`src/rtl/cim_pkg.sv`:
```
// constants, register map and function indices for the contact input mapper
package cim_pkg;

   // clock and power-system timing
   localparam int unsigned CLK_HZ           = 25_000_000;
   localparam int unsigned LINE_HZ          = 60;
   localparam int unsigned QUAL_LINE_CYCLES = 2;
   // least time rounds up to whole clock cycles
   localparam int unsigned QUAL_CLKS        =
      (CLK_HZ * QUAL_LINE_CYCLES + LINE_HZ - 1) / LINE_HZ;
   localparam int unsigned QUAL_CNT_W       = 20;
   localparam int unsigned BLINK_HALF_MS    = 500;
   localparam int unsigned BLINK_CLKS       = (CLK_HZ / 1000) * BLINK_HALF_MS;
   localparam int unsigned BLINK_CNT_W      = 24;

   // sizes
   localparam int unsigned NUM_IN   = 6;
   localparam int unsigned NUM_FUNC = 17;
   localparam int unsigned NUM_ELEM = 16;
   localparam int unsigned DAY_W    = 5;

   // logical function indices
   localparam int unsigned F_BREAKER_CLOSED_AUX   = 0;
   localparam int unsigned F_BREAKER_OPEN_AUX     = 1;
   localparam int unsigned F_RECLOSE_ENABLE_INPUT = 2;
   localparam int unsigned F_PHASE_OC_SUPERVISE   = 3;
   localparam int unsigned F_GROUND_OC_SUPERVISE  = 4;
   localparam int unsigned F_NEG_SEQ_SUPERVISE    = 5;
   localparam int unsigned F_INST_LEVEL_ONE       = 6;
   localparam int unsigned F_INST_LEVEL_TWO       = 7;
   localparam int unsigned F_INST_LEVEL_THREE     = 8;
   localparam int unsigned F_TRIP_COIL_MONITOR    = 9;
   localparam int unsigned F_ZONE_SEQUENCE        = 10;
   localparam int unsigned F_SENSITIVE_EARTH      = 11;
   localparam int unsigned F_ALT_SETTINGS_ONE     = 12;
   localparam int unsigned F_ALT_SETTINGS_TWO     = 13;
   localparam int unsigned F_SINGLE_SHOT_RECLOSE  = 14;
   localparam int unsigned F_MULTI_SHOT_RECLOSE   = 15;
   localparam int unsigned F_USER_DISPLAY_INPUT   = 16;

   // functions that stay enabled while unmapped (sensitive earth bit only on that variant)
   localparam logic [NUM_FUNC-1:0] DFLT_ON_MASK  = 17'h00ff8;
   localparam logic [NUM_FUNC-1:0] EARTH_MASK    = 17'h00800;

   // factory mapping: inputs 1..3 closed-enable onto the breaker and reclose functions
   localparam logic [NUM_IN-1:0] DFLT_MAP_CLOSED  = 6'h01;
   localparam logic [NUM_IN-1:0] DFLT_MAP_OPEN    = 6'h02;
   localparam logic [NUM_IN-1:0] DFLT_MAP_RECLOSE = 6'h04;

   // register byte offsets
   localparam logic [7:0] REG_STATUS    = 8'h00;
   localparam logic [7:0] REG_FUNC      = 8'h04;
   localparam logic [7:0] REG_FORCE     = 8'h08;
   localparam logic [7:0] REG_TRIP_MASK = 8'h0c;
   localparam logic [7:0] REG_RTC_DAY   = 8'h10;
   localparam logic [7:0] REG_MAP_BASE  = 8'h40;

   // field positions
   localparam int unsigned MAP_LSB     = 0;
   localparam int unsigned POL_LSB     = 8;
   localparam int unsigned STAT_IN_LSB = 0;
   localparam int unsigned STAT_ALARM  = 8;
   localparam int unsigned STAT_RTC    = 9;
   localparam int unsigned STAT_BLINK  = 10;

   // reset values
   localparam logic [NUM_ELEM-1:0] RST_TRIP_MASK = 16'hffff;
   localparam logic [DAY_W-1:0]    RST_DAY       = 5'h01;
   localparam logic [NUM_FUNC-1:0] RST_FORCE     = 17'h00000;

endpackage : cim_pkg

```
`src/rtl/cim_contact_qual.sv`:
```
// synchroniser and change-of-state qualifier for one contact input
module cim_contact_qual
#(
   parameter int unsigned QUAL_CLKS_P = cim_pkg::QUAL_CLKS
)
(
   input  wire logic clk_i,      // processing clock
   input  wire logic rst_i,      // synchronous reset, active high
   input  wire logic contact_i,  // raw contact level, 1 = closed
   output logic      state_o     // qualified contact level
);
   import cim_pkg::*;

   localparam logic [QUAL_CNT_W-1:0] LAST = QUAL_CNT_W'(QUAL_CLKS_P - 1);

   logic                  sync1_ff;
   logic                  sync2_ff;
   logic                  state_ff;
   logic [QUAL_CNT_W-1:0] cnt_ff;
   logic                  nxt_state;
   logic [QUAL_CNT_W-1:0] nxt_cnt;

   // any bounce back to the held level restarts the count
   always_comb
   begin
      nxt_state = state_ff;
      nxt_cnt   = '0;
      if (sync2_ff != state_ff)
      begin
         if (cnt_ff == LAST)
         begin
            nxt_state = sync2_ff;
         end
         else
         begin
            nxt_cnt = cnt_ff + 1'b1;
         end
      end
   end

   always_ff @(posedge clk_i)
   begin
      if (rst_i)
      begin
         sync1_ff <= 1'b0;
         sync2_ff <= 1'b0;
         state_ff <= 1'b0;
         cnt_ff   <= '0;
      end
      else
      begin
         sync1_ff <= contact_i;
         sync2_ff <= sync1_ff;
         state_ff <= nxt_state;
         cnt_ff   <= nxt_cnt;
      end
   end

   assign state_o = state_ff;

endmodule : cim_contact_qual

```
`src/rtl/cim_func_eval.sv`:
```
// combines the mapped, polarity-adjusted inputs into one logical function value
module cim_func_eval
(
   input  wire logic [cim_pkg::NUM_IN-1:0] map_i,   // inputs assigned to this function
   input  wire logic [cim_pkg::NUM_IN-1:0] pol_i,   // 1 = closed enables, 0 = open enables
   input  wire logic [cim_pkg::NUM_IN-1:0] qual_i,  // qualified contact levels
   input  wire logic                       dflt_i,  // value while unmapped
   output logic                            val_o    // function value
);
   import cim_pkg::*;

   logic [NUM_IN-1:0] term;

   always_comb
   begin
      term = ~map_i | ~(pol_i ^ qual_i);
      if (map_i == '0)
      begin
         val_o = dflt_i;
      end
      else
      begin
         val_o = &term;
      end
   end

endmodule : cim_func_eval

```
`src/rtl/cim_contact_input_mapper.sv`:
```
// contact input mapper: qualification, mapping, forcing, trip mask and wishbone registers
module cim_contact_input_mapper
#(
   parameter int unsigned QUAL_CLKS_P  = cim_pkg::QUAL_CLKS,   // contact qualify time
   parameter int unsigned BLINK_CLKS_P = cim_pkg::BLINK_CLKS,  // display half period
   parameter bit          EARTH_FITTED = 1'b1                  // earth-fault variant fitted
)
(
   input  wire logic                         clk_i,        // 25 MHz clock
   input  wire logic                         rst_i,        // synchronous reset
   input  wire logic [7:0]                   wb_adr_i,     // byte address
   input  wire logic [31:0]                  wb_dat_i,     // write data
   output logic      [31:0]                  wb_dat_o,     // read data
   input  wire logic                         wb_we_i,      // write enable
   input  wire logic [3:0]                   wb_sel_i,     // byte lanes
   input  wire logic                         wb_cyc_i,     // bus cycle
   input  wire logic                         wb_stb_i,     // strobe
   output logic                              wb_ack_o,     // acknowledge
   input  wire logic [cim_pkg::NUM_IN-1:0]   contact_i,    // raw contacts, 1 = closed
   input  wire logic [cim_pkg::NUM_ELEM-1:0] elem_trip_i,  // element trip requests
   output logic                              master_trip_o,              // master trip
   output logic      [cim_pkg::NUM_FUNC-1:0] func_o,                     // function values
   output logic                              trip_circuit_fail_alarm_o,  // coil alarm
   output logic                              user_display_blink_o,       // message visible
   output logic                              rtc_run_o                   // clock running
);
   import cim_pkg::*;

   localparam logic [BLINK_CNT_W-1:0] BLINK_LAST = BLINK_CNT_W'(BLINK_CLKS_P - 1);
   localparam logic [NUM_FUNC-1:0]    DFLT_ON    =
      EARTH_FITTED ? DFLT_ON_MASK : (DFLT_ON_MASK & ~EARTH_MASK);

   // byte-lane merge of a write into an existing register word
   function automatic logic [31:0] merge_sel(input logic [31:0] old_v,
                                             input logic [31:0] new_v,
                                             input logic [3:0]  sel);
      logic [31:0] r;
      r = old_v;
      for (int b = 0; b < 4; b++)
      begin
         if (sel[b])
         begin
            r[8*b +: 8] = new_v[8*b +: 8];
         end
      end
      return r;
   endfunction : merge_sel

   // true when the address selects the mapping word of function f
   function automatic logic map_hit(input logic [7:0] adr, input int unsigned f);
      return adr == (REG_MAP_BASE + 8'(4 * f));
   endfunction : map_hit

   // qualified contacts and raw function values
   logic [NUM_IN-1:0]   qual;
   logic [NUM_FUNC-1:0] func_raw;

   // register state
   logic [NUM_IN-1:0]   map_ff [NUM_FUNC];
   logic [NUM_IN-1:0]   pol_ff [NUM_FUNC];
   logic [NUM_IN-1:0]   nxt_map [NUM_FUNC];
   logic [NUM_IN-1:0]   nxt_pol [NUM_FUNC];
   logic [NUM_FUNC-1:0] force_ff;
   logic [NUM_FUNC-1:0] nxt_force;
   logic [NUM_ELEM-1:0] trip_mask_ff;
   logic [NUM_ELEM-1:0] nxt_trip_mask;
   logic [DAY_W-1:0]    day_ff;
   logic [DAY_W-1:0]    nxt_day;
   logic                ack_ff;
   logic                nxt_ack;
   logic [31:0]         rdat_ff;
   logic [31:0]         nxt_rdat;

   // output and display state
   logic [NUM_FUNC-1:0]    func_ff;
   logic [NUM_FUNC-1:0]    nxt_func;
   logic                   trip_ff;
   logic                   nxt_trip;
   logic                   coil_alm_ff;
   logic                   nxt_coil_alm;
   logic [BLINK_CNT_W-1:0] blink_cnt_ff;
   logic [BLINK_CNT_W-1:0] nxt_blink_cnt;
   logic                   blink_on_ff;
   logic                   nxt_blink_on;

   logic                   req;
   logic                   wr;

   genvar gi;
   generate
      for (gi = 0; gi < NUM_IN; gi++)
      begin : g_in
         cim_contact_qual #(
            .QUAL_CLKS_P (QUAL_CLKS_P)
         ) u_qual (
            .clk_i     (clk_i),
            .rst_i     (rst_i),
            .contact_i (contact_i[gi]),
            .state_o   (qual[gi])
         );
      end
      for (gi = 0; gi < NUM_FUNC; gi++)
      begin : g_func
         // unmapped defaults: alternate select and the aux functions read zero,
         // trip coil monitor and the supervision set read one
         cim_func_eval u_eval (
            .map_i  (map_ff[gi]),
            .pol_i  (pol_ff[gi]),
            .qual_i (qual),
            .dflt_i (DFLT_ON[gi]),
            .val_o  (func_raw[gi])
         );
      end
   endgenerate

   assign req = wb_cyc_i & wb_stb_i & ~ack_ff;
   assign wr  = req & wb_we_i;

   // register file next state
   always_comb
   begin
      logic [31:0] word;
      word          = '0;
      nxt_force     = force_ff;
      nxt_trip_mask = trip_mask_ff;
      nxt_day       = day_ff;
      nxt_ack       = req;
      nxt_rdat      = rdat_ff;
      for (int f = 0; f < NUM_FUNC; f++)
      begin
         nxt_map[f] = map_ff[f];
         nxt_pol[f] = pol_ff[f];
      end
      if (wr)
      begin
         if (wb_adr_i == REG_FORCE)
         begin
            word      = merge_sel(32'(force_ff), wb_dat_i, wb_sel_i);
            nxt_force = word[NUM_FUNC-1:0];
         end
         if (wb_adr_i == REG_TRIP_MASK)
         begin
            word          = merge_sel(32'(trip_mask_ff), wb_dat_i, wb_sel_i);
            nxt_trip_mask = word[NUM_ELEM-1:0];
         end
         if (wb_adr_i == REG_RTC_DAY)
         begin
            word    = merge_sel(32'(day_ff), wb_dat_i, wb_sel_i);
            nxt_day = word[DAY_W-1:0];
         end
         for (int f = 0; f < NUM_FUNC; f++)
         begin
            if (map_hit(wb_adr_i, f))
            begin
               word = merge_sel({16'h0000, 2'b00, pol_ff[f], 2'b00, map_ff[f]},
                                wb_dat_i, wb_sel_i);
               nxt_map[f] = word[MAP_LSB +: NUM_IN];
               nxt_pol[f] = word[POL_LSB +: NUM_IN];
            end
         end
      end
      if (req & ~wb_we_i)
      begin
         // unmapped offsets answer with zero rather than stalling the bus
         nxt_rdat = '0;
         if (wb_adr_i == REG_STATUS)
         begin
            nxt_rdat[STAT_IN_LSB +: NUM_IN] = qual;
            nxt_rdat[STAT_ALARM]            = coil_alm_ff;
            nxt_rdat[STAT_RTC]              = day_ff != '0;
            nxt_rdat[STAT_BLINK]            = user_display_blink_o;
         end
         if (wb_adr_i == REG_FUNC)
         begin
            nxt_rdat[NUM_FUNC-1:0] = func_ff;
         end
         if (wb_adr_i == REG_FORCE)
         begin
            nxt_rdat[NUM_FUNC-1:0] = force_ff;
         end
         if (wb_adr_i == REG_TRIP_MASK)
         begin
            nxt_rdat[NUM_ELEM-1:0] = trip_mask_ff;
         end
         if (wb_adr_i == REG_RTC_DAY)
         begin
            nxt_rdat[DAY_W-1:0] = day_ff;
         end
         for (int f = 0; f < NUM_FUNC; f++)
         begin
            if (map_hit(wb_adr_i, f))
            begin
               nxt_rdat[MAP_LSB +: NUM_IN] = map_ff[f];
               nxt_rdat[POL_LSB +: NUM_IN] = pol_ff[f];
            end
         end
      end
   end

   always_ff @(posedge clk_i)
   begin
      if (rst_i)
      begin
         for (int f = 0; f < NUM_FUNC; f++)
         begin
            map_ff[f] <= '0;
            pol_ff[f] <= '0;
         end
         // factory mapping, closed contact enables in each case
         map_ff[F_BREAKER_CLOSED_AUX]   <= DFLT_MAP_CLOSED;
         pol_ff[F_BREAKER_CLOSED_AUX]   <= DFLT_MAP_CLOSED;
         map_ff[F_BREAKER_OPEN_AUX]     <= DFLT_MAP_OPEN;
         pol_ff[F_BREAKER_OPEN_AUX]     <= DFLT_MAP_OPEN;
         map_ff[F_RECLOSE_ENABLE_INPUT] <= DFLT_MAP_RECLOSE;
         pol_ff[F_RECLOSE_ENABLE_INPUT] <= DFLT_MAP_RECLOSE;
         force_ff     <= RST_FORCE;
         trip_mask_ff <= RST_TRIP_MASK;
         day_ff       <= RST_DAY;
         ack_ff       <= 1'b0;
         rdat_ff      <= '0;
      end
      else
      begin
         for (int f = 0; f < NUM_FUNC; f++)
         begin
            map_ff[f] <= nxt_map[f];
            pol_ff[f] <= nxt_pol[f];
         end
         force_ff     <= nxt_force;
         trip_mask_ff <= nxt_trip_mask;
         day_ff       <= nxt_day;
         ack_ff       <= nxt_ack;
         rdat_ff      <= nxt_rdat;
      end
   end

   // function values, master trip, coil alarm and message blink
   always_comb
   begin
      nxt_func      = func_raw | force_ff;
      nxt_trip      = |(elem_trip_i & trip_mask_ff);
      // the monitor only means something while the breaker reads closed
      nxt_coil_alm  = ~func_ff[F_TRIP_COIL_MONITOR] & func_ff[F_BREAKER_CLOSED_AUX];
      nxt_blink_cnt = '0;
      nxt_blink_on  = 1'b1;
      if (func_ff[F_USER_DISPLAY_INPUT])
      begin
         nxt_blink_on  = blink_on_ff;
         nxt_blink_cnt = blink_cnt_ff + 1'b1;
         if (blink_cnt_ff == BLINK_LAST)
         begin
            nxt_blink_cnt = '0;
            nxt_blink_on  = ~blink_on_ff;
         end
      end
   end

   always_ff @(posedge clk_i)
   begin
      if (rst_i)
      begin
         func_ff      <= '0;
         trip_ff      <= 1'b0;
         coil_alm_ff  <= 1'b0;
         blink_cnt_ff <= '0;
         blink_on_ff  <= 1'b1;
      end
      else
      begin
         func_ff      <= nxt_func;
         trip_ff      <= nxt_trip;
         coil_alm_ff  <= nxt_coil_alm;
         blink_cnt_ff <= nxt_blink_cnt;
         blink_on_ff  <= nxt_blink_on;
      end
   end

   // with the input idle the message stays steadily shown
   assign user_display_blink_o      = blink_on_ff;
   assign func_o                    = func_ff;
   assign master_trip_o             = trip_ff;
   assign trip_circuit_fail_alarm_o = coil_alm_ff;
   assign rtc_run_o                 = day_ff != '0;
   assign wb_ack_o                  = ack_ff;
   assign wb_dat_o                  = rdat_ff;

endmodule : cim_contact_input_mapper

```
`config.mk`:
```
export PLATFORM = sky130hd
export DESIGN_NAME = cim_contact_input_mapper
export DESIGN_NICKNAME = d
export VERILOG_FILES = /design/src/rtl/cim_pkg.sv /design/src/rtl/cim_contact_qual.sv /design/src/rtl/cim_func_eval.sv /design/src/rtl/cim_contact_input_mapper.sv
export SDC_FILE = /design/constraint.sdc
export NUM_CORES = 1
export LEC_CHECK = 0
export BUFFER_PORTS_ARGS = -buffer_cell sky130_fd_sc_hd__buf_4
export CAP_MARGIN = 0
export CORE_MARGIN = 3
export CORE_UTILIZATION = 45
export DETAILED_ROUTE_END_ITERATION = 7
export SYNTH_ARGS = -nofsm -noshare
export SYNTH_HDL_FRONTEND = slang
export SYNTH_SLANG_ARGS = --single-unit
```
`constraint.sdc`:
```
create_clock -name clk_i -period 2.6 [get_ports clk_i]
set_clock_uncertainty 0.05 [all_clocks]
set_input_delay 0.52 -clock clk_i [delete_from_list [all_inputs] [get_ports clk_i]]
set_output_delay 0.52 -clock clk_i [all_outputs]
set_load 0.02 [all_outputs]
```
==> results of run 1 <==
[cells in the mapped netlist, drive strengths merged, types with 9 or more instances]
| library cell | n |
|---|---|
| a31oi | 19 |
| buf | 57 |
| nor4 | 29 |
| nand3b | 18 |
| a221oi | 15 |
| ha | 13 |
| xor2 | 180 |
| nand3 | 258 |
| nand2 | 336 |
| o21ai | 47 |
| a211oi | 13 |
| mux2i | 78 |
| a22oi | 63 |
| o22ai | 18 |
| nor2 | 333 |
| inv | 22 |
| a21oi | 231 |
| and2 | 10 |
| nor2b | 22 |
| a211o | 9 |
| and4 | 10 |
| mux2 | 12 |
| o211ai | 11 |
| clkbuf | 140 |
| xnor2 | 59 |
| dfxtp | 442 |
| nor3 | 44 |
| o221ai | 10 |
| and3 | 29 |
| nand4 | 28 |
[worst paths after layout]
kind                            cells after the start                            endpoint  slack, ns
worst min-delay path                                2  g_in[5].u_qual.sync1_ff$_SDFF_PP0_       0.11
worst max register to register                      7            wb_dat_o[5]$_SDFFE_PP0P_       0.13
worst max-delay path                                7            wb_dat_o[5]$_SDFFE_PP0P_       0.13
worst min register to register                      1  g_in[5].u_qual.sync2_ff$_SDFF_PP0_       0.38
[where the power goes]
group | switching [µW] | leakage [µW] | internal, µW
Clock | 2840 | 0.000826 | 4370
Sequential | 28.4 | 0.00357 | 6800
Combinational | 577 | 0.00544 | 289
[final cells by class]
class                   instances  area [µm²]
flip-flops and latches        442        8850
inverters                      24        90.1
clock inverters                19         270
clock buffers                  67        1410
multi-input cells            2022       12000
well taps                     607         759
repair buffers                277        2250
diodes                          1        2.50
fillers                      4358       21400
[logic make-up (layout without fill, tap and decap cells)]
group	count (synthesis)	count (layout)	share of synthesized area
and+or+nand+nor	1168	1168	0.253
AOI/OAI and AO/OA	491	491	0.143
other	1	16	0.000173
DFF	442	442	0.408
buffers and inverters	221	387	0.0443
adders and majority gates	13	13	0.00750
xor gates and xnor gates	239	239	0.0965
muxes	96	96	0.0484
[registers in the layout (all words and copies together), names as in the netlist, 5 cells and up]
signal and flops:
wb_dat_o 17, pol_ff 102, trip_mask_ff 16, blink_cnt_ff 24, day_ff 5, map_ff 102
force_ff 17, g_in.u_qual.cnt_ff 120, g_in.u_qual.sync1_ff 6, g_in.u_qual.sync2_ff 6, g_in.u_qual.state_o 6, func_o 17
[per-layer routing]
metal / GRT usage / wire [µm] / up-vias
met5: 0 / 0 / -
met4: 0.0939 / 2560 / 0
met3: 0.0788 / 8300 / 169
met2: 0.462 / 34200 / 946
met1: 0.434 / 35600 / 10000
li1: - / - / 9621
[cells in the final DEF (no fill, tap or decap), drive strengths merged, types with 10 or more instances in the layout]
master,n
xnor2,59
nand3,258
inv,23
nand3b,18
and4,10
o22ai,18
mux2,12
dfxtp,442
ha,13
nand4,28
o221ai,10
a221oi,15
nor4,29
nor2b,22
a22oi,63
buf,277
clkinv,13
and3,29
nand2,336
xor2,180
o21ai,47
nor2,333
a21oi,231
clkbuf,67
conb,15
mux2i,78
and2,10
a31oi,19
nor3,44
a211oi,13
o211ai,11
[per-stage QoR]
| stage | std cells | util | cell area (µm²) | hold WS (ns) | TNS, ns |
|---|---|---|---|---|---|
| finish | 3459 | 0.544 | 25600 | 0.107 | 0 |
| global route | 3458 | 0.544 | 25600 | 0.0849 | 0 |
| CTS | 3458 | 0.544 | 25600 | 0.0799 | 0 |
| floorplan | 2685 | - | 21800 | 0.363 | 0 |
| detailed placement | 3372 | 0.508 | 23900 | 0.373 | -3.37 |
| global placement | 3372 | 0.508 | 23900 | 0.372 | -2.45 |
==> metrics.md, run 1 <==
| Metric | Value |
|---|---|
| Run status | `completed` |
| Clk sink count | `442` |
| Count of H-tree levels built during CTS | `2` |
| Sum of buffers and inverters on the critical path | `2` |
| Critical path data required time | `3.01 ns` |
| Number of global-route vias before repair | `19,300` |
| Leading area contributor after synthesis | `sky130_fd_sc_hd__dfxtp_1` |
| Synth warn | `0` |
| Crit share post-route | `0.949` |
| Largest buffer count on any clock path | `3` |
| Register bit total from synthesis | `442` |
| Insertion delay to the later sink of the worst-skew pair | `0.58 ns` |
| Leakage component of the power | `0.00984 µW` |
| Startpoint Class | `register` |
| Count of final setup violators | `0` |
| Detailed-route DRC error count | `0` |
| HPWL after DPL | `58,200 µm` |
| Dominant cells by area after synthesis | `sky130_fd_sc_hd__dfxtp_1, sky130_fd_sc_hd__xor2_1, sky130_fd_sc_hd__nand3_1` |
| Post-synth cell types | `76` |
| Post-CTS repair timing setup buffer count | `0` |
| Horiz. Die Dim | `226 µm` |
| Startpoint of the most critical hold path | `contact_i[5]` |
| First-iteration detailed-routing DRC count | `2,219` |
| Pin count of the biggest net entering global routing | `73` |
| Slowest Stage Delay on Critical Path | `0.61 ns` |
| Core ar. | `47,100 µm²` |
| CTS clock-pin slew for the worst setup and hold paths | `0.06 ns` |
| Worst path cell trace | `mux4_2 -> a22oi_1 -> o21ai_0 -> buf_4 -> a221oi_1 -> buf_4 -> o21ai_0` |
| Y dimension of the die | `226 µm` |
| Overall Global Routing Usage | `0.307` |
| Maximum operating frequency | `405 MHz` |
| Routed WL | `80,600 µm` |
| Beginning of the critical path | `trip_mask_ff[5]$_SDFFE_PP1P_` |
| Routed via count | `20,700` |
| Remaining max-slew budget at the tightest pin | `0.450` |
| Critical Path Fanout Max | `3` |
| Sequential area share after synthesis | `0.408` |
| Arrival time at the worst endpoint | `2.88 ns` |
| Number of pins with negative max-slew slack in the final report | `0` |
| Hold-fix buffers, CTS | `0` |
| Number of flops mapped to enable cells by yosys | `0` |
| Mean cell area of the mapped netlist | `8.12 µm²` |
| Worst setup EP type | `register` |
| Final weighted congestion in routability-driven placement | `1.00` |
| TritonCTS clock tree | `yes` |
| CTS root buf | `sky130_fd_sc_hd__clkbuf_16` |
| IO Pins | `125` |
| Number of optimization iterations in the first detailed-route pass | `7` |
| Post-synthesis to final-layout area growth | `18.0%` |
| Total power draw | `14,900 µW` |
| Kind of path behind the tightest hold check | `in2reg` |
| Final worst path period need | `2.47 ns` |
| Launch point of the worst reg-to-reg path | `trip_mask_ff[5]$_SDFFE_PP1P_` |
| Max-cap violation count | `0` |
| Post-DRT Antenna Nets | `0` |
| Power density over cell area | `582 nW/µm²` |
| Number of antenna violations at the first check in global routing | `1` |
| Most common flop cell mapped by yosys | `sky130_fd_sc_hd__dfxtp_1` |
| Worst Setup Slack, final | `0.132 ns` |
| Inserted Clock Buffers | `49` |
| Worst path top cell family by delay | `compound AO/OA/AOI/OAI gates` |
| DIE AREA | `50,900 µm²` |
| Worst ir drop on vdd | `0.550 mV` |
| Effective utilization at floorplan | `0.461` |
| Routed len/inst | `23.3 µm` |
| Post-place setup slack | `-0.406 ns` |
| Port Buffer Count | `93` |
| Slew at the pin closest to its max-slew limit | `0.804 ns` |
| Crit Path Class | `reg2reg` |
| Share of async-settable or async-resettable flops after synthesis | `0` |
| Post-Synthesis Cell Area | `21,700 µm²` |
| Area share of the largest cell type after synthesis | `0.408` |
| Number of nets in the layout | `2,900` |
| Number of cell rows | `79` |
| Remaining global-route overflow | `0` |
| Cells after Synth | `2,671` |
| Quantity of gates resized following cts | `0` |
| Global-route wire length before repair | `119,000 µm` |
| Share of layout cells above drive strength 1 | `0.142` |
| Detail-routed via count per cell | `5.99` |
| Final hold vios | `0` |
| Setup repair after global routing missed its margin | `false` |
| Cell with the biggest individual delay on the critical path | `sky130_fd_sc_hd__a221oi_1` |
(Power assumes the default switching activity.)
==> inputs of run 2 (changes only) <==
MAX_ROUTING_LAYER = met4   (was not set)
==> run 2 against run 1 <==
Against the previous run: via count about the same; total power about the same; wire length up 0.28%; die area unchanged; clock power about the same; non-clock buffer count up 9; maximum frequency up 1.0%; critical path depth unchanged; first-iteration DRC count down 3.1%; critical endpoint is now wb_dat_o[9]$_SDFFE_PP0P_; hold slack worse by 0.016 ns; setup slack better by 0.025 ns; count of clock-buffer cells in the layout unchanged.
==> metrics.md, run 2 (synthesized netlist as in run 1, its figures left out) <==
| Metric | Value |
|---|---|
| Fill cells | `4,475` |
| Final worst path period need | `2.44 ns` |
| Run status | `completed` |
| Overall Global Routing Usage | `0.319` |
| Number of pins with negative max-slew slack in the final report | `0` |
| Detailed-route DRC error count | `0` |
| Net Sw Power | `3520 µW` |
| Final hold vios | `0` |
| IO Pins | `125` |
| Routed via count | `20,700` |
| Registers with the most flip-flops | `g_in.u_qual.cnt_ff x120, map_ff x102, pol_ff x102` |
| CTS clock-pin slew for the worst setup and hold paths | `0.06 ns` |
| Largest buffer count on any clock path | `3` |
| Number of antenna violations at the first check in global routing | `1` |
| Critical Path Fanout Max | `10` |
| CTS root buf | `sky130_fd_sc_hd__clkbuf_16` |
| Max-cap violation count | `0` |
| Final weighted congestion in routability-driven placement | `1.06` |
| Switching power as a share of total power | `0.236` |
| Total power draw | `14,900 µW` |
| Port Buffer Count | `93` |
| Maximum operating frequency | `409 MHz` |
| Largest register FFs | `120` |
| Count of H-tree levels built during CTS | `2` |
| DIE AREA | `50,900 µm²` |
| Clk sink count | `442` |
| Final-layout worst hold slack | `0.0907 ns` |
| Count of final setup violators | `0` |
| Number of global-route vias before repair | `19,200` |
| Inserted Clock Buffers | `48` |
| Critical path data required time | `3.02 ns` |
| Worst ir drop on vdd | `0.481 mV` |
| Diodes inserted | `0` |
| Post-synthesis to final-layout area growth | `18.4%` |
| Leading cell type in the layout, fill and taps excluded | `sky130_fd_sc_hd__dfxtp_1` |
| Number of nets in the layout | `2,908` |
| Global-route wire length before repair | `119,000 µm` |
| Quantity of gates resized following cts | `0` |
| Sequential Power Share | `0.458` |
| Crit share post-route | `0.940` |
| Routed len/inst | `23.3 µm` |
| Share of layout cells above drive strength 1 | `0.145` |
| Number of optimization iterations in the first detailed-route pass | `5` |
| Internal reg-to-reg setup slack | `0.40 ns` |
| Remaining max-slew budget at the tightest pin | `0.530` |
| Crit Path Class | `in2reg` |
| Setup repair after global routing missed its margin | `false` |
| Startpoint Class | `input pin` |
| Power density over cell area | `580 nW/µm²` |
| Pin count of the biggest net entering global routing | `101` |
| Horiz. Die Dim | `226 µm` |
| Most flops, register | `g_in.u_qual.cnt_ff` |
| Routed WL | `80,800 µm` |
| Y dimension of the die | `226 µm` |
| Leakage component of the power | `0.00989 µW` |
| Post-DRT Antenna Nets | `0` |
| First-iteration detailed-routing DRC count | `2,151` |
| Post-Layout Inst Area | `25,700 µm²` |
| Post-CTS repair timing setup buffer count | `0` |
| Kind of path behind the tightest hold check | `in2reg` |
| Insertion delay to the later sink of the worst-skew pair | `0.60 ns` |
| Remaining global-route overflow | `0` |
| Commonest non-fill, non-tap cells in the layout | `sky130_fd_sc_hd__dfxtp_1, sky130_fd_sc_hd__nand2_1, sky130_fd_sc_hd__nor2_1, sky130_fd_sc_hd__buf_4, sky130_fd_sc_hd__nand3_1` |
| Clock network fraction of total power | `0.484` |
| Effective utilization at floorplan | `0.461` |
| Number of cell rows | `79` |
| Comb power frac | `0.059` |
| Detail-routed via count per cell | `5.98` |
| Cell-internal power | `11,400 µW` |
| Worst setup EP type | `register` |
| Arrival time at the worst endpoint | `2.86 ns` |
| HPWL after DPL | `58,300 µm` |
| Area after DPL | `24,000 µm²` |
| Slew at the pin closest to its max-slew limit | `0.700 ns` |
| TritonCTS clock tree | `yes` |
| Core ar. | `47,100 µm²` |
| Hold-fix buffers, CTS | `0` |
==> run 2: changes by cell type in the layout (fill, tap and decap cells not counted), sizes merged <==
cell / before / now
buf: 277 / 286
bufinv: 6 / 5
clkinv: 13 / 12
clkinvlp: 1 / 3
diode: 1 / 0
inv: 23 / 24
==> run 2: power by group through the flow <==
stage | clock network, µW | registers, µW | logic (µW)
floorplan | 0 | 6990 | 417
global placement | 0 | 6980 | 847
CTS | 7330 | 6830 | 854
detailed placement | 0 | 6980 | 851
finish | 7210 | 6830 | 876
global route | 7620 | 6830 | 910
==> run 2: final cells by class <==
type | instances | area, µm² | share of cell area
clock inverters | 20 | 259 | 0.0101
repair buffers | 286 | 2350 | 0.0916
clock buffers | 67 | 1410 | 0.0550
well taps | 607 | 759 | 0.0296
inverters | 24 | 90.1 | 0.00351
flip-flops and latches | 442 | 8850 | 0.344
multi-input cells | 2022 | 12000 | 0.466
==> run 2: final timing paths <==
path / startpoint / end / depth (start not counted)
min reg2reg: g_in[5].u_qual.sync1_ff$_SDFF_PP0_ / g_in[5].u_qual.sync2_ff$_SDFF_PP0_ / 1
min: contact_i[2] / g_in[2].u_qual.sync1_ff$_SDFF_PP0_ / 2
max: wb_adr_i[1] / wb_dat_o[9]$_SDFFE_PP0P_ / 7
max reg2reg: trip_mask_ff[3]$_SDFFE_PP1P_ / wb_dat_o[3]$_SDFFE_PP0P_ / 7
==> run 2: worst max-delay path, stage by stage <==
cell	delay, ns
sky130_fd_sc_hd__buf_4	0.16
sky130_fd_sc_hd__or4b_1	0.68
sky130_fd_sc_hd__a32oi_1	0.45
sky130_fd_sc_hd__o21ai_0	0.20
sky130_fd_sc_hd__a211oi_1	0.58
sky130_fd_sc_hd__buf_4	0.22
sky130_fd_sc_hd__o22ai_1	0.05
==> run 2: layer usage <==
layer,wire (µm),global-route usage,up-vias
met5,0,-,-
met4,1940,0.0806,0
met3,8160,0.0685,138
met2,35000,0.467,948
met1,35800,0.449,9999
li1,-,-,9657
==> run 2: per-stage QoR <==
stage / worst slack [ns] / setup TNS, ns / std cells / util
after floorplan: 0.177 / 0 / 2685 / -
after global placement: -0.280 / -2.29 / 3381 / 0.511
after detailed placement: -0.280 / -2.71 / 3381 / 0.511
after CTS: 0.349 / 0 / 3468 / 0.546
after global routing: 0.208 / 0 / 3468 / 0.546
final: 0.157 / 0 / 3468 / 0.546
==> inputs of run 3 (changes only) <==
CORE_UTILIZATION = 50   (was 45)
PLACE_DENSITY = 0.67   (was not set)
SLEW_MARGIN = 20   (was not set)
==> run 3 against run 2 <==
Against the previous run: setup slack got worse by 0.040 ns; total power barely moved; critical path depth did not move; register-to-register slack got worse by 0.28 ns; sequential cell count did not move; die area fell by 9.7%; first-iteration DRC count rose by 9.0%; cell area fell by 0.55%; non-clock buffer count fell by 6; utilization rose by 5.6 points; combinational power fell by 4.6%; highest routed layer unchanged.
==> metrics.md, run 3 (synthesized netlist as in run 1, its figures left out) <==
| Metric | Value |
|---|---|
| Switching power as a share of total power | `0.234` |
| Count of final setup violators | `0` |
| Post-layout util | `0.603` |
| Kind of path behind the tightest hold check | `in2reg` |
| CTS root buf | `sky130_fd_sc_hd__clkbuf_16` |
| Number of pins with negative max-slew slack in the final report | `0` |
| Sequential Power Share | `0.458` |
| Registers with the most flip-flops | `g_in.u_qual.cnt_ff x120, map_ff x102, pol_ff x102` |
| Post-place setup slack | `-0.240 ns` |
| Detailed-route DRC error count | `0` |
| Commonest non-fill, non-tap cells in the layout | `sky130_fd_sc_hd__dfxtp_1, sky130_fd_sc_hd__nand2_1, sky130_fd_sc_hd__nor2_1, sky130_fd_sc_hd__buf_4, sky130_fd_sc_hd__nand3_1` |
| Number of global-route vias before repair | `19,300` |
| Largest buffer count on any clock path | `3` |
| Final Non-Filler Cells | `3,433` |
| Overall Global Routing Usage | `0.332` |
| Post-DRT Antenna Nets | `0` |
| Clock network fraction of total power | `0.486` |
| Final hold vios | `0` |
| Global-route wire length before repair | `116,000 µm` |
| Fill cells | `3,853` |
| Power density over cell area | `583 nW/µm²` |
| DIE AREA | `45,900 µm²` |
| Diodes inserted | `0` |
| Cell-internal power | `11,400 µW` |
| Slew at the pin closest to its max-slew limit | `0.765 ns` |
| Detail-routed via count per cell | `6.07` |
| TritonCTS clock tree | `yes` |
| Number of optimization iterations in the first detailed-route pass | `6` |
| Core ar. | `42,400 µm²` |
| Crit Path Class | `reg2reg` |
| Setup repair after global routing missed its margin | `false` |
| Final weighted congestion in routability-driven placement | `1.01` |
| Port Buffer Count | `93` |
| Pin count of the biggest net entering global routing | `89` |
| Critical Path Fanout Max | `3` |
| Routed via count | `20,800` |
| Y dimension of the die | `214 µm` |
| Area occupied by multi-input gates | `12,000 µm²` |
| Horiz. Die Dim | `214 µm` |
| Routed WL | `77,200 µm` |
| Effective utilization at floorplan | `0.512` |
| Sequential cell area | `8850 µm²` |
| Routed len/inst | `22.5 µm` |
| Area after DPL | `23,900 µm²` |
| Clk sink count | `442` |
| Crit share post-route | `0.955` |
| HPWL after DPL | `55,500 µm` |
| Post-CTS repair timing setup buffer count | `0` |
| Number of antenna violations at the first check in global routing | `0` |
| Worst Setup Slack, final | `0.117 ns` |
| Net Sw Power | `3490 µW` |
| Max-cap violation count | `0` |
| Post-Layout Inst Area | `25,600 µm²` |
| Run status | `completed` |
| Critical path data required time | `3.04 ns` |
| Inserted Clock Buffers | `48` |
| Most flops, register | `g_in.u_qual.cnt_ff` |
| First-iteration detailed-routing DRC count | `2,344` |
| Hold-fix buffers, CTS | `0` |
| Remaining max-slew budget at the tightest pin | `0.486` |
| Startpoint Class | `register` |
| Number of nets in the layout | `2,902` |
| Arrival time at the worst endpoint | `2.92 ns` |
| Maximum operating frequency | `403 MHz` |
| Largest register FFs | `120` |
| Remaining global-route overflow | `0` |
| Leakage component of the power | `0.00985 µW` |
| Count of H-tree levels built during CTS | `2` |
| Total power draw | `14,900 µW` |
| Final worst path period need | `2.48 ns` |
| Comb power frac | `0.056` |
| Number of cell rows | `75` |
| Insertion delay to the later sink of the worst-skew pair | `0.60 ns` |
| Worst ir drop on vdd | `0.630 mV` |
| Cell count after placement | `3,345` |
| Share of layout cells above drive strength 1 | `0.145` |
| Post-synthesis to final-layout area growth | `17.8%` |
| Leading cell type in the layout, fill and taps excluded | `sky130_fd_sc_hd__dfxtp_1` |
| IO Pins | `125` |
| Quantity of gates resized following cts | `0` |
| CTS clock-pin slew for the worst setup and hold paths | `0.06 ns` |
| Worst setup EP type | `register` |
run 3: power groups by stage:
stage          Clock, µW  Combinational (µW)  Sequential, µW
2_1_floorplan          0                 417            6990
3_3_place_gp           0                 802            6980
3_5_place_dp           0                 807            6980
4_1_cts             7320                 810            6830
5_1_grt             7640                 866            6830
6_report            7240                 836            6830
run 3: path summary, 6_finish.rpt:
check,depth (start not counted),endpoint,from,slack [ns]
setup reg to reg,7,wb_dat_o[3]$_SDFFE_PP0P_,trip_mask_ff[3]$_SDFFE_PP1P_,0.12
hold reg to reg,1,g_in[5].u_qual.sync2_ff$_SDFF_PP0_,g_in[5].u_qual.sync1_ff$_SDFF_PP0_,0.39
setup / recovery,7,wb_dat_o[3]$_SDFFE_PP0P_,trip_mask_ff[3]$_SDFFE_PP1P_,0.12
hold / removal,3,trip_mask_ff[6]$_SDFFE_PP1P_,wb_dat_i[6],0.1
run 3: layout make-up:
class,instances,share of cell area
Clock buffer,62,0.0539
Clock inverter,26,0.0122
Inverter,24,0.00352
Multi-Input combinational cell,2022,0.469
Sequential cell,442,0.346
Tap cell,577,0.0282
Timing Repair Buffer,280,0.0874
run 3: routing by layer:
layer	GRT usage	routed length (µm)	part of all wire
met1	0.450	33500	0.43
met2	0.496	33600	0.44
met3	0.0713	7560	0.098
met4	0.105	2520	0.033
met5	-	0	0
run 3: metrics by stage:
step | hold WS (ns) | setup TNS [ns]
after floorplan | 0.363 | 0
after global placement | 0.374 | -2.60
after detailed placement | 0.382 | -3.13
after CTS | 0.0809 | 0
after global routing | 0.0977 | 0
final | 0.0997 | 0
run 3: critical path, cell delays in order, from the launching register on:
cell	delay, ns
sky130_fd_sc_hd__dfxtp_1	0.39
sky130_fd_sc_hd__or3_1	0.42
sky130_fd_sc_hd__mux4_2	0.48
sky130_fd_sc_hd__nand2_1	0.08
sky130_fd_sc_hd__a21oi_1	0.12
sky130_fd_sc_hd__a221oi_1	0.55
sky130_fd_sc_hd__buf_4	0.22
sky130_fd_sc_hd__o21ai_0	0.07
